===== src/include/cdac_pkg.sv =====
package cdac_pkg;

    // special function register addresses
    localparam logic [7:0] CDAC_ADDR_DATA_LOW  = 8'h96;
    localparam logic [7:0] CDAC_ADDR_DATA_HIGH = 8'h97;
    localparam logic [7:0] CDAC_ADDR_CONTROL   = 8'hb9;

    // control and low data register field positions
    localparam int CDAC_EN_BIT      = 7;
    localparam int CDAC_SRC_MSB     = 6;
    localparam int CDAC_SRC_LSB     = 4;
    localparam int CDAC_FS_MSB      = 1;
    localparam int CDAC_FS_LSB      = 0;
    localparam int CDAC_LOW_MSB     = 7;
    localparam int CDAC_LOW_LSB     = 6;

    // values after reset
    localparam logic [7:0] CDAC_CONTROL_RESET = 8'h72;
    localparam logic [7:0] CDAC_HIGH_RESET    = 8'h00;
    localparam logic [1:0] CDAC_LOW_RESET     = 2'h0;
    localparam logic [9:0] CDAC_LATCH_RESET   = 10'h000;
    localparam logic [2:0] CDAC_PIN_RESET     = 3'h0;
    localparam logic [7:0] CDAC_RDATA_RESET   = 8'h00;

    // control bits 3:2 hold no state and always read as zero
    localparam logic [7:0] CDAC_CTRL_WMASK    = 8'hf3;

    localparam int CDAC_WORD_W  = 10;
    localparam int CDAC_TIMER_N = 4;

    // update source codes
    localparam logic [2:0] CDAC_SRC_PIN_RISE  = 3'h4;
    localparam logic [2:0] CDAC_SRC_PIN_FALL  = 3'h5;
    localparam logic [2:0] CDAC_SRC_PIN_ANY   = 3'h6;
    localparam logic [2:0] CDAC_SRC_HIGH_WR   = 3'h7;

    // full-scale current range, decoded
    typedef enum logic [1:0] {
        CDAC_FS_0P5MA = 2'h0,
        CDAC_FS_1MA   = 2'h1,
        CDAC_FS_2MA   = 2'h2
    } cdac_range_t;

    // decode of the control reset value: upper range bit set
    localparam cdac_range_t CDAC_RANGE_RESET = CDAC_FS_2MA;

    // register access from the core
    typedef struct packed {
        logic       wr;
        logic       rd;
        logic [7:0] addr;
        logic [7:0] wdata;
    } cdac_sfr_req_t;

    // what the analog converter is given
    typedef struct packed {
        logic        enable;
        cdac_range_t range;
        logic [9:0]  code;
    } cdac_analog_t;

endpackage


===== src/cdac_update_ctrl.sv =====
`timescale 1ns/100ps
// Operation
// - codes 000-011 update on timer 0-3 overflow
// - codes 100/101 update on pin rise/fall
// - code 110 updates on any pin edge
// - code 111 updates on high-byte write; reset
// - range code 00 selects half milliamp
// - code 01 one milliamp; 1x two milliamp
// - high byte holds word bits 9:2
// - low byte bits 7:6 hold word 1:0
// - control bits 3:2 read zero, ignored
// - low byte bits 5:0 read zero, ignored
// - enable bit switches converter; else gpio
// - enabled: pin driver, pull-up off, connected
// - write mode: low write waits for high
// - other modes: latch only on event
module cdac_update_ctrl
    import cdac_pkg::*;
#(
    parameter int TIMER_N = CDAC_TIMER_N, // timer overflow inputs, one per timer
    parameter int WORD_W  = CDAC_WORD_W   // converter word width
)
(
    input  wire logic               ref_clk_in,        // system clock, 125 MHz
    input  wire logic               nrst_in,           // async reset, active low
    input  wire logic               clk_en_in,         // freezes all state when low
    input  wire cdac_sfr_req_t      sfr_req_in,        // register access strobes
    output logic [7:0]              sfr_rdata_out,     // read data, registered
    output logic                    sfr_hit_out,       // address matched, registered
    input  wire logic [TIMER_N-1:0] timer_ovf_in,      // timer overflow pulses
    input  wire logic               conv_start_pin_in, // external start pin
    output cdac_analog_t            analog_out,        // converter controls
    output logic                    update_strobe_out, // latches loaded this cycle
    output logic                    gpio_release_out   // pin handed to converter
);

    // control and data registers
    logic [7:0]        ctrl_q, ctrl_d;
    logic [7:0]        high_q, high_d;
    logic [1:0]        low_q, low_d;
    cdac_range_t       range_q, range_d;

    // converter input latches and their load strobe
    logic [WORD_W-1:0] latch_q, latch_d;
    logic              upd_q, upd_d;

    // start pin: two synchroniser stages, then one history stage
    logic [2:0]        pin_q, pin_d;

    // read response
    logic [7:0]        rdata_q, rdata_d;
    logic              hit_q, hit_d;

    // decode
    logic [2:0]        src;
    logic              wr_ctrl, wr_high, wr_low;
    logic              rise, fall, event_sel;
    logic [WORD_W-1:0] word;

    // the source field names a timer with two bits and the word is split over two
    // fixed byte registers, so no other counts or widths can be served
    if (TIMER_N != CDAC_TIMER_N) begin : g_bad_timer_n
        $error("timer count must be 4");
    end
    if (WORD_W != CDAC_WORD_W) begin : g_bad_word_w
        $error("word width must be 10");
    end

    assign src     = ctrl_q[CDAC_SRC_MSB:CDAC_SRC_LSB];
    assign wr_ctrl = sfr_req_in.wr && (sfr_req_in.addr == CDAC_ADDR_CONTROL);
    assign wr_high = sfr_req_in.wr && (sfr_req_in.addr == CDAC_ADDR_DATA_HIGH);
    assign wr_low  = sfr_req_in.wr && (sfr_req_in.addr == CDAC_ADDR_DATA_LOW);

    // pin_q[1] is the second synchroniser stage, pin_q[2] the edge history;
    // the first stage may still be settling, so nothing else reads it
    assign rise = pin_q[1] && !pin_q[2];
    assign fall = !pin_q[1] && pin_q[2];

    always_comb begin
        case (src)
            CDAC_SRC_PIN_RISE: event_sel = rise;
            CDAC_SRC_PIN_FALL: event_sel = fall;
            CDAC_SRC_PIN_ANY:  event_sel = rise || fall;
            CDAC_SRC_HIGH_WR:  event_sel = wr_high;
            default:           event_sel = timer_ovf_in[src[1:0]];
        endcase
    end

    // ---- control and data registers
    always_comb begin
        ctrl_d = ctrl_q;
        high_d = high_q;
        low_d  = low_q;
        if (wr_ctrl) begin
            ctrl_d = sfr_req_in.wdata & CDAC_CTRL_WMASK;
        end
        if (wr_high) begin
            high_d = sfr_req_in.wdata;
        end
        if (wr_low) begin
            low_d = sfr_req_in.wdata[CDAC_LOW_MSB:CDAC_LOW_LSB];
        end
        // range is decoded ahead of the register so the output comes from a flop;
        // upper bit set wins regardless of the lower bit
        if (ctrl_d[CDAC_FS_MSB]) begin
            range_d = CDAC_FS_2MA;
        end else if (ctrl_d[CDAC_FS_LSB]) begin
            range_d = CDAC_FS_1MA;
        end else begin
            range_d = CDAC_FS_0P5MA;
        end
    end

    always_ff @(posedge ref_clk_in or negedge nrst_in) begin
        if (!nrst_in) begin
            ctrl_q  <= CDAC_CONTROL_RESET;
            high_q  <= CDAC_HIGH_RESET;
            low_q   <= CDAC_LOW_RESET;
            range_q <= CDAC_RANGE_RESET;
        end else if (clk_en_in) begin
            ctrl_q  <= ctrl_d;
            high_q  <= high_d;
            low_q   <= low_d;
            range_q <= range_d;
        end
    end

    // ---- start pin synchroniser
    always_comb begin
        pin_d = {pin_q[1:0], conv_start_pin_in};
    end

    // a pin that idles high shows one false rise after reset; harmless while the
    // reset source is the high-byte write
    always_ff @(posedge ref_clk_in or negedge nrst_in) begin
        if (!nrst_in) begin
            pin_q <= CDAC_PIN_RESET;
        end else if (clk_en_in) begin
            pin_q <= pin_d;
        end
    end

    // ---- converter input latches
    // a high-byte write that triggers the update carries its new data straight in,
    // so software sees the word it just completed rather than the old one
    always_comb begin
        word    = {(wr_high ? sfr_req_in.wdata : high_q), low_q};
        latch_d = latch_q;
        upd_d   = 1'b0;
        if (event_sel) begin
            latch_d = word;
            upd_d   = 1'b1;
        end
    end

    always_ff @(posedge ref_clk_in or negedge nrst_in) begin
        if (!nrst_in) begin
            latch_q <= CDAC_LATCH_RESET;
            upd_q   <= 1'b0;
        end else if (clk_en_in) begin
            latch_q <= latch_d;
            upd_q   <= upd_d;
        end
    end

    // ---- read response, one cycle after the strobe
    always_comb begin
        hit_d   = 1'b0;
        rdata_d = CDAC_RDATA_RESET;
        if (sfr_req_in.rd) begin
            case (sfr_req_in.addr)
                CDAC_ADDR_CONTROL: begin
                    hit_d   = 1'b1;
                    rdata_d = ctrl_q & CDAC_CTRL_WMASK;
                end
                CDAC_ADDR_DATA_HIGH: begin
                    hit_d   = 1'b1;
                    rdata_d = high_q;
                end
                CDAC_ADDR_DATA_LOW: begin
                    hit_d   = 1'b1;
                    rdata_d = {low_q, 6'h00};
                end
                default: begin
                    hit_d   = 1'b0;
                    rdata_d = CDAC_RDATA_RESET;
                end
            endcase
        end
    end

    always_ff @(posedge ref_clk_in or negedge nrst_in) begin
        if (!nrst_in) begin
            rdata_q <= CDAC_RDATA_RESET;
            hit_q   <= 1'b0;
        end else if (clk_en_in) begin
            rdata_q <= rdata_d;
            hit_q   <= hit_d;
        end
    end

    // ---- outputs
    // one assignment for the whole struct keeps a single driver on it
    assign analog_out = '{enable: ctrl_q[CDAC_EN_BIT], range: range_q, code: latch_q};
    // digital driver and pull-up are released while converter owns the pin
    assign gpio_release_out  = ctrl_q[CDAC_EN_BIT];
    assign update_strobe_out = upd_q;
    assign sfr_rdata_out     = rdata_q;
    assign sfr_hit_out       = hit_q;

endmodule


===== config.mk =====
export PLATFORM = sky130hd
export DESIGN_NAME = cdac_update_ctrl
export DESIGN_NICKNAME = d
export VERILOG_FILES = /design/src/include/cdac_pkg.sv /design/src/cdac_update_ctrl.sv
export SDC_FILE = /design/constraint.sdc
export NUM_CORES = 1
export LEC_CHECK = 0
export BUFFER_PORTS_ARGS = -buffer_cell sky130_fd_sc_hd__buf_2
export CORE_MARGIN = 2
export CORE_UTILIZATION = 47
export DETAILED_ROUTE_END_ITERATION = 7
export GPL_TIMING_DRIVEN = 0
export PLACE_DENSITY = 0.75
export SETUP_SLACK_MARGIN = 0.5
export SLEW_MARGIN = 20
export SYNTH_ARGS = -nofsm -noshare
export SYNTH_HDL_FRONTEND = slang
export SYNTH_SLANG_ARGS = --single-unit

===== constraint.sdc =====
create_clock -name ref_clk_in -period 2.1 [get_ports ref_clk_in]
set_clock_uncertainty 0.2 [all_clocks]
set_input_delay 0 -clock ref_clk_in [delete_from_list [all_inputs] [get_ports ref_clk_in]]
set_output_delay 0 -clock ref_clk_in [all_outputs]
set_load 0.1 [all_outputs]

==> flow_summary.toml, run 1 <==
[yosys]
syn_inst = 157
yosysTopAreaCell = "dfrtp_1"
yosys.area_share.simple_pct = 8.974
yosysMostFrequentCell = "dfrtp_1"
syn_avg_cell_area_sq_um = 12.43
synth_ff_type = "dfrtp_1"
synth_top_family_by_area = "multiplexers"
synth_top_cell_area_share_pct = 46.15
yosysWarnings = 0
synth_edf_count = 0
synth_compound_area_share_pct = 7.372
yosys.area_share.xor_xnor_pct = 0
synth.distinct_cells = 37
ys_seq_area_share_pct = 51.54
synth_mux_area_share_pct = 24.87
synthAdderAreaFrac_pct = 1.282
synth_area_leaders = "dfrtp_1 (46%), mux2_1 (13%), mux2_4 (7.7%), dfstp_2 (5.4%), inv_1 (2.7%)"
synthArstFlopShare_pct = 100.0
synth_top_cells_by_count = "dfrtp_1 (36), mux2_1 (23), inv_1 (14), mux2_4 (10), nand2_1 (10)"
synth_seq_cells = 40
synth_nets = 185
syn_area_sq_mm = 0.001952

[route]
first_pass_iters = 4
first_iter_violations = 17
avgRoutedWirePerCell_um = 14.59
drc = 0
ant_nets = 0
drt-total-wl_um = 4027
num_vias = 1386
vias_per_cell = 5.022

[timing]
fin_crit_sh_pct = 109.7
finalSetupViolations = 11
layout_setup_ws_ps = -203.9
relSlewSlack_pct = 41.98
max_freq_mhz = 434.1
tightest_slew_ps = 870.3
rsz0062_at_grt = "true"
period_needed_ps = 2304
hold_violations = 0
slew_viol_final = 0
hold_ws_ps = 19.01

[worst_setup_path]
cp_max_fo = 10
required_ps = 2080
end_kind = "flop"
critPathKind = "reg2reg"
worstRegToRegCells = 5
cp-start-kind = "flop"
arrival_ps = 2280
r2r_slack_ps = -200

[status]
status = "complete, but fails checks"
violations = "negative setup slack"

[cts]
cts_num_sinks = 40
path_clk_slew_ps = 70
insertion_delay_ps = 290
cts_buffers = 5
cts_buffer_depth = 2
htree_levels = 2
tritoncts = "built"
cts_root_buf = "clkbuf_8"

[global_route]
antenna_found_initial = 0
overflow = 0
grt_pass1_wl_um = 6403
grt_max_degree = 41
grt_pass1_vias = 1320
grt_usage_pct = 18.98

[hold_path]
min_path_type = "in2reg"
holdPathStages = 3

[die]
rows = 23
core-area_sq_mm = 0.004000
dieHeight_um = 68.45
dieArea_sq_mm = 0.004685
ioPinCount = 50
dieWidth_um = 68.45
start_util_pct = 48.80

[cells_and_area]
final_cells = 276
nNetsFinal = 254
drive_above_1_share_pct = 36.73
antenna_cells = 0
syn_to_final_growth_pct = 27.18
utilization_pct = 62.06

[placement]
port_buffers = 46
place_congestion = 0.8308
dp_hpwl_um = 2905
placed_cells = 253

[pwr]
leakage_uw = 0.001281
peakVddDrop_uv = 514.8
power_density_mw_per_mm2 = 615.1

[flow_run]
cap_violations = 0
[kinds of logic (layout without fill, tap and decap cells)]
family                     after synthesis  count (layout)
DFF                                     40              40
and+or+nand+nor                         31              31
buffers and inverters                   24              93
muxes                                   39              39
adders and majority gates                2               2
AOI/OAI and AO/OA                       21              21
[stage by stage]
step | TNS, ps | total power (uW) | cell area (sq um) | worst slack [ps]
CTS | -1985 | 1539 | 2470 | -200.2
floorplan | -1365 | 976.3 | 1952 | -148.0
global placement | -2372 | 1042 | 2245 | -251.8
global route | -2446 | 1589 | 2482 | -240.6
finish | -2010 | 1527 | 2482 | -203.9
detailed placement | -2560 | 1046 | 2245 | -270.6
[per-layer routing]
| metal | vias up | wire length [um] | GRT usage [%] |
|---|---|---|---|
| met1 | 659 | 1846 | 24.65 |
| li1 | 695 | - | - |
| met2 | 26 | 1963 | 30.89 |
| met3 | 6 | 159 | 4.441 |
| met4 | 0 | 58 | 6.750 |
| met5 | - | 0 | 0 |
[report_power, final]
group	leakage (uW)	total (uW)	internal [uW]	switching, uW
logic	0.000705	239	85.9	153
registers	0.000535	813	796	17.2
clock network	0.0000410	475	226	249
[critical path, cell delays in order (launching register included)]
cell and delay (ps):
dfstp_2 560, mux4_2 510, mux2_4 290, o21ai_4 160, buf_12 160, mux2_4 300
[placed cells by master, fill, tap and decap left out, types with 5 or more instances in the layout]
cell           netlist  routed
inv_1               14      14
buf_2                2      48
clkbuf_8             0       5
buf_4                2       6
mux2_1              23      23
mux2_4              10      10
nand2_1             10      10
o22ai_1              8       8
dlygate4sd3_1        0      12
dfrtp_1             36      36
[worst paths after layout]
check                                               end                  start
min                               ctrl_q[5]$_DFFE_PN1P_         sfr_req_in[17]
min in group asynchronous  sfr_rdata_out[0]$_DFFE_PN0P_                nrst_in
max in group asynchronous          low_q[0]$_DFFE_PN0P_                nrst_in
max                              latch_q[2]$_DFFE_PN0P_  ctrl_q[4]$_DFFE_PN1P_
max reg2reg                      latch_q[2]$_DFFE_PN0P_  ctrl_q[4]$_DFFE_PN1P_
min reg2reg                        pin_q[1]$_DFFE_PN0P_   pin_q[0]$_DFFE_PN0P_
[state kept, by name, summed over array words and instances, names as in the netlist]
register,flops
sfr_hit_out,1
ctrl_q,6
range_q,1
update_strobe_out,1
high_q,8
low_q,2
latch_q,10
pin_q,3
sfr_rdata_out,8
[repair_timing]
action / in CTS / in global routing
buffers inserted: 3 / 1
hold endpoints to repair: 64 / 0
setup endpoints to repair: 13 / 14
pin swaps: 0 / 0
resized for setup: 1 / 1
hold buffers: 12 / 0
[final cells by class]
type                    count  area [sq um]
plain buffers              10         63.81
clock buffers               6         72.57
clock inverters             1         5.005
fillers                   342          1518
inverters                  14         52.55
multi-input cells          93         839.6
flip-flops and latches     40          1006
well taps                  50         62.56
repair buffers             62         380.4
Power figures use the tool's default switching activity.
==> run 2: changes to the inputs <==
--- a/config.mk
+++ b/config.mk
@@ -7,10 +7,11 @@
 export LEC_CHECK = 0
 export BUFFER_PORTS_ARGS = -buffer_cell sky130_fd_sc_hd__buf_2
 export CORE_MARGIN = 2
-export CORE_UTILIZATION = 47
+export CORE_UTILIZATION = 56
 export DETAILED_ROUTE_END_ITERATION = 7
 export GPL_TIMING_DRIVEN = 0
-export PLACE_DENSITY = 0.75
+export PLACE_DENSITY = 0.84
+export RECOVER_POWER = 25
 export SETUP_SLACK_MARGIN = 0.5
 export SLEW_MARGIN = 20
 export SYNTH_ARGS = -nofsm -noshare
==> constraint.sdc (replaced) <==
create_clock -name ref_clk_in -period 2.9 [get_ports ref_clk_in]
set_clock_uncertainty 0.2 [all_clocks]
set_input_delay 0 -clock ref_clk_in [delete_from_list [all_inputs] [get_ports ref_clk_in]]
set_output_delay 0 -clock ref_clk_in [all_outputs]
set_load 0.1 [all_outputs]
==> flow_summary.toml, run 2 (synthesis gave the netlist of run 1 again) <==
[route]
first_iter_violations = 74
first_pass_iters = 4
avgRoutedWirePerCell_um = 15.47
num_vias = 1458
vias_per_cell = 5.380
drc = 0
ant_nets = 0
drt-total-wl_um = 4193

[placement]
port_buffers = 46
place_congestion = 0.7823
placed_area_sq_mm = 0.002240
dp_hpwl_um = 3020

[timing]
period_needed_ps = 2367
fin_tns_setup_ps = 0
rsz0062_at_grt = "false"
fin_crit_sh_pct = 81.63
tightest_slew_ps = 2058
slew_viol_final = 41
max_freq_mhz = 422.4
relSlewSlack_pct = -37.22
hold_violations = 0
finalSetupViolations = 0

[worst_setup_path]
critPathKind = "reg2reg"
required_ps = 2940
cp_cell_sequence = "mux4_2 > mux2_4 > o21ai_4 > buf_12 > mux2_4"
reg2reg_from = "ctrl_q[4]$_DFFE_PN1P_"
cp-start-kind = "flop"
end_kind = "flop"
r2r_end = "latch_q[3]$_DFFE_PN0P_"
crit_path_max_incr_delay_ps = 560
arrival_ps = 2410
cp_max_fo = 10
r2r_slack_ps = 530
slowest_stage = "dfstp_2"
cpMostUsedCell = "mux2_4"
worstRegToRegCells = 5

[cells_and_area]
drive_above_1_share_pct = 35.56
nNetsFinal = 252
utilization_pct = 73.83
final_cell_mix = "buf_2 (47), dfrtp_1 (36), mux2_1 (23), inv_1 (14), dlygate4sd3_1 (13)"
antenna_cells = 0
regMostFlops = "latch_q"
final_common_cell = "buf_2"
syn_to_final_growth_pct = 26.22
n_fill_cell = 251
final_area_sq_mm = 0.002464
largest_register_ff_count = 10

[global_route]
antenna_found_initial = 0
overflow = 0
grt_pass1_wl_um = 7265
grt_pass1_vias = 1554
grt_usage_pct = 23.64
grt_max_degree = 41

[pwr]
pwr-share-clk_pct = 31.9
power_frac_comb_pct = 15.7
leakage_uw = 0.001272
sw_frac_of_total_pct = 27.31
power_frac_seq_pct = 52.4
p_int_uw = 818.8
p_sw_uw = 307.6
power_density_mw_per_mm2 = 457.2
peakVddDrop_uv = 397.6

[cts]
cts_num_sinks = 40
insertion_delay_ps = 350
cts_root_buf = "clkbuf_4"
cts_buffer_depth = 2
path_clk_slew_ps = 120
tritoncts = "built"
cts_buffers = 5
htree_levels = 2

[hold_path]
holdPathStages = 5
holdPathEnd = "sfr_rdata_out[7]$_DFFE_PN0P_"
min_from = "sfr_req_in[8]"
min_path_type = "in2reg"

[die]
rows = 21
ioPinCount = 50
dieHeight_um = 63.04
dieArea_sq_mm = 0.003974
dieWidth_um = 63.04
core-area_sq_mm = 0.003337
start_util_pct = 58.49

[status]
violations = "max-capacitance violations, max-slew violations"
status = "complete, but fails checks"

[flow_run]
cap_violations = 1
## run 2: power groups by stage
stage / Combinational (uW) / Clock, uW / Sequential, uW
after CTS: 176 / 368 / 590
after global routing: 189 / 391 / 592
after detailed placement: 159 / 0 / 600
after floorplan: 59.6 / 0 / 648
after global placement: 154 / 0 / 598
final: 177 / 359 / 590
## run 2: per-layer routing
layer | up-vias | GRT usage, % | share of wire (%)
li1 | 690 | - | -
met5 | - | 0 | 0
met1 | 704 | 29.85 | 45
met4 | 0 | 11.11 | 3.1
met2 | 49 | 37.23 | 48
met3 | 15 | 7.207 | 4.6
## run 2: through the flow
| stage | setup slack, ps | total power, uW | hold slack (ps) | std cells |
|---|---|---|---|---|
| detailed placement | 511.5 | 759.6 | -53.29 | 249 |
| floorplan | 626.9 | 707.2 | -495.6 | 157 |
| global placement | 549.3 | 751.7 | -56.47 | 249 |
| finish | 532.7 | 1126 | 43.91 | 271 |
| CTS | 531.8 | 1133 | 37.61 | 271 |
| global route | 329.4 | 1172 | 96.95 | 271 |
## run 2: worst max path at each step
| stage | start | to | slack (ps) | cells past startpoint |
|---|---|---|---|---|
| after floorplan | ctrl_q[4]$_DFFE_PN1P_ | latch_q[1]$_DFFE_PN0P_ | 630 | 5 |
| after global placement | ctrl_q[4]$_DFFE_PN1P_ | latch_q[4]$_DFFE_PN0P_ | 550 | 5 |
| after detailed placement | ctrl_q[4]$_DFFE_PN1P_ | latch_q[3]$_DFFE_PN0P_ | 510 | 5 |
| after CTS | ctrl_q[4]$_DFFE_PN1P_ | latch_q[3]$_DFFE_PN0P_ | 530 | 5 |
| after global routing | nrst_in | sfr_rdata_out[0]$_DFFE_PN0P_ | 330 | 2 |
| final | ctrl_q[4]$_DFFE_PN1P_ | latch_q[3]$_DFFE_PN0P_ | 530 | 5 |
## run 2: cell type report
type / count / area, sq um / share of cell area [%]
Sequential cell: 40 / 1006 / 40.83
Multi-Input combinational cell: 93 / 837.1 / 33.98
Timing Repair Buffer: 60 / 366.6 / 14.88
Buffer: 10 / 63.81 / 2.590
Tap cell: 46 / 57.56 / 2.336
Inverter: 14 / 52.55 / 2.133
Clock inverter: 3 / 42.54 / 1.727
Clock buffer: 5 / 37.54 / 1.524
## run 2: critical path: cells and delay by family (launching register included)
| kind | cells | cell delay, ps |
|---|---|---|
| muxes | 3 | 1120 |
| buffers and inverters | 1 | 170 |
| AOI/OAI and AO/OA | 1 | 210 |
| DFF | 1 | 560 |
## run 2: what timing repair did
item	4_1_cts	5_1_grt
endpoints found under the setup margin	9	7
endpoints found under the hold margin	76	0
pin swaps	0	0
setup buffers	1	0
hold buffers	13	0
gates cloned	0	0
gates resized for setup	0	1
==> run 3: changes to the inputs <==
--- a/config.mk
+++ b/config.mk
@@ -7,10 +7,10 @@
 export LEC_CHECK = 0
 export BUFFER_PORTS_ARGS = -buffer_cell sky130_fd_sc_hd__buf_2
 export CORE_MARGIN = 2
-export CORE_UTILIZATION = 56
+export CORE_UTILIZATION = 52
 export DETAILED_ROUTE_END_ITERATION = 7
 export GPL_TIMING_DRIVEN = 0
-export PLACE_DENSITY = 0.84
+export PLACE_DENSITY = 0.79
 export RECOVER_POWER = 25
 export SETUP_SLACK_MARGIN = 0.5
 export SLEW_MARGIN = 20
==> constraint.sdc (replaced) <==
create_clock -name ref_clk_in -period 2.3 [get_ports ref_clk_in]
set_clock_uncertainty 0.2 [all_clocks]
set_input_delay 0 -clock ref_clk_in [delete_from_list [all_inputs] [get_ports ref_clk_in]]
set_output_delay 0 -clock ref_clk_in [all_outputs]
set_load 0.1 [all_outputs]
==> flow_summary.toml, run 3 (synthesis gave the netlist of run 1 again) <==
[cts]
htree_levels = 2
cts_root_buf = "clkbuf_8"
tritoncts = "built"
cts_buffer_depth = 2
cts_num_sinks = 40
insertion_delay_ps = 290
cts_buffers = 5
path_clk_slew_ps = 70

[route]
avgRoutedWirePerCell_um = 13.87
wl_met1_um = 1837
route.met3.wl_um = 185
ant_nets = 0
drc = 0
num_vias = 1387
first_iter_violations = 49
first_pass_iters = 4
maxUsedRoutingLayer = "met4"
vias_per_cell = 5.099
drt-total-wl_um = 3773
wl_met2_um = 1689

[timing]
relSlewSlack_pct = 23.05
max_freq_mhz = 437.4
finalSetupViolations = 0
period_needed_ps = 2286
fin_tns_setup_ps = 0
tightest_slew_ps = 1159
slew_viol_final = 0
hold_ws_ps = 72.45
rsz0062_at_grt = "true"
fin_crit_sh_pct = 99.41
hold_violations = 0

[worst_setup_path]
r2r_slack_ps = 10
end_kind = "flop"
cp_max_fo = 10
critPathKind = "reg2reg"
arrival_ps = 2260
cp-start-kind = "flop"
required_ps = 2280

[cells_and_area]
final_cells = 272
final_common_cell = "buf_2"
antenna_cells = 0
largest_register_ff_count = 10
nNetsFinal = 252
final_cell_mix = "buf_2 (41), dfrtp_1 (36), mux2_1 (22), inv_1 (14), dlygate4sd3_1 (12)"
n_fill_cell = 308
drive_above_1_share_pct = 33.04
syn_to_final_growth_pct = 25.38
utilization_pct = 67.36
regMostFlops = "latch_q"
final_area_sq_mm = 0.002447

[pwr]
power_frac_comb_pct = 15.5
p_sw_uw = 373.3
p_int_uw = 1009
sw_frac_of_total_pct = 27.00
power_density_mw_per_mm2 = 564.9
leakage_uw = 0.001247
peakVddDrop_uv = 403.7
power_frac_seq_pct = 53.7
pwr-share-clk_pct = 30.8

[global_route]
grt_pass1_vias = 1395
overflow = 0
antenna_found_initial = 0
grt_max_degree = 41
grt_pass1_wl_um = 6513
grt_usage_pct = 20.30

[placement]
place_congestion = 0.7520
dp_hpwl_um = 2711
placed_cells = 251
port_buffers = 46
placed_area_sq_mm = 0.002242

[die]
ioPinCount = 50
core-area_sq_mm = 0.003633
dieWidth_um = 65.27
dieArea_sq_mm = 0.004260
rows = 22
dieHeight_um = 65.27
start_util_pct = 53.72

[hold_path]
min_path_type = "in2reg"

[flow_run]
cap_violations = 0

[status]
status = "finished clean"
==> run 3: power groups by stage <==
stage               registers [uW]  logic, uW  clock network, uW
detailed placement             756        198                  0
floorplan                      816       74.9                  0
CTS                            742        216                447
global route                   745        232                471
finish                         742        214                426
global placement               755        196                  0
==> run 3: final timing paths <==
check / start / to / cells after the start
max: ctrl_q[4]$_DFFE_PN1P_ / latch_q[5]$_DFFE_PN0P_ / 5
min reg2reg: latch_q[3]$_DFFE_PN0P_ / latch_q[3]$_DFFE_PN0P_ / 1
min in group asynchronous: nrst_in / sfr_rdata_out[7]$_DFFE_PN0P_ / 2
max reg2reg: ctrl_q[4]$_DFFE_PN1P_ / latch_q[5]$_DFFE_PN0P_ / 5
min: clk_en_in / update_strobe_out$_DFFE_PN0P_ / 4
max in group asynchronous: nrst_in / pin_q[2]$_DFFE_PN0P_ / 2
==> run 3: critical path: stages, from the launching register on <==
cell and delay (ps):
dfstp_2 550, mux4_2 490, mux2_4 290, o21ai_4 170
buf_12 170, mux2_4 300
==> run 3: area by class of cell <==
type	count	area, sq um	area share (%)
clock buffer	6	72.57	2.965
timing repair buffer	60	359.1	14.67
clock inverter	1	5.005	0.2045
tap	48	60.06	2.454
buffer	10	62.56	2.556
inverter	14	52.55	2.147
multi-input combinational	93	829.5	33.90
sequential	40	1006	41.10
==> run 3: metal layers <==
layer / track usage, % / up-vias
li1: - / 684
met1: 27.13 / 665
met2: 32.14 / 33
met3: 4.281 / 5
met4: 8.594 / 0
met5: 0 / -
==> run 3: stage by stage <==
stage / setup slack, ps / total power (uW)
final: 13.63 / 1383
after global routing: -40.07 / 1447
after CTS: 1.662 / 1406
after detailed placement: -43.72 / 953.8
after global placement: -41.27 / 950.5
after floorplan: 52.04 / 891.4
==> run 3: repair_timing <==
action / 4_1_cts / 5_1_grt
setup endpoints to repair: 11 / 11
endpoints found under the hold margin: 69 / 0
gates resized for setup: 0 / 1
setup buffers: 2 / 0
hold buffers: 12 / 0
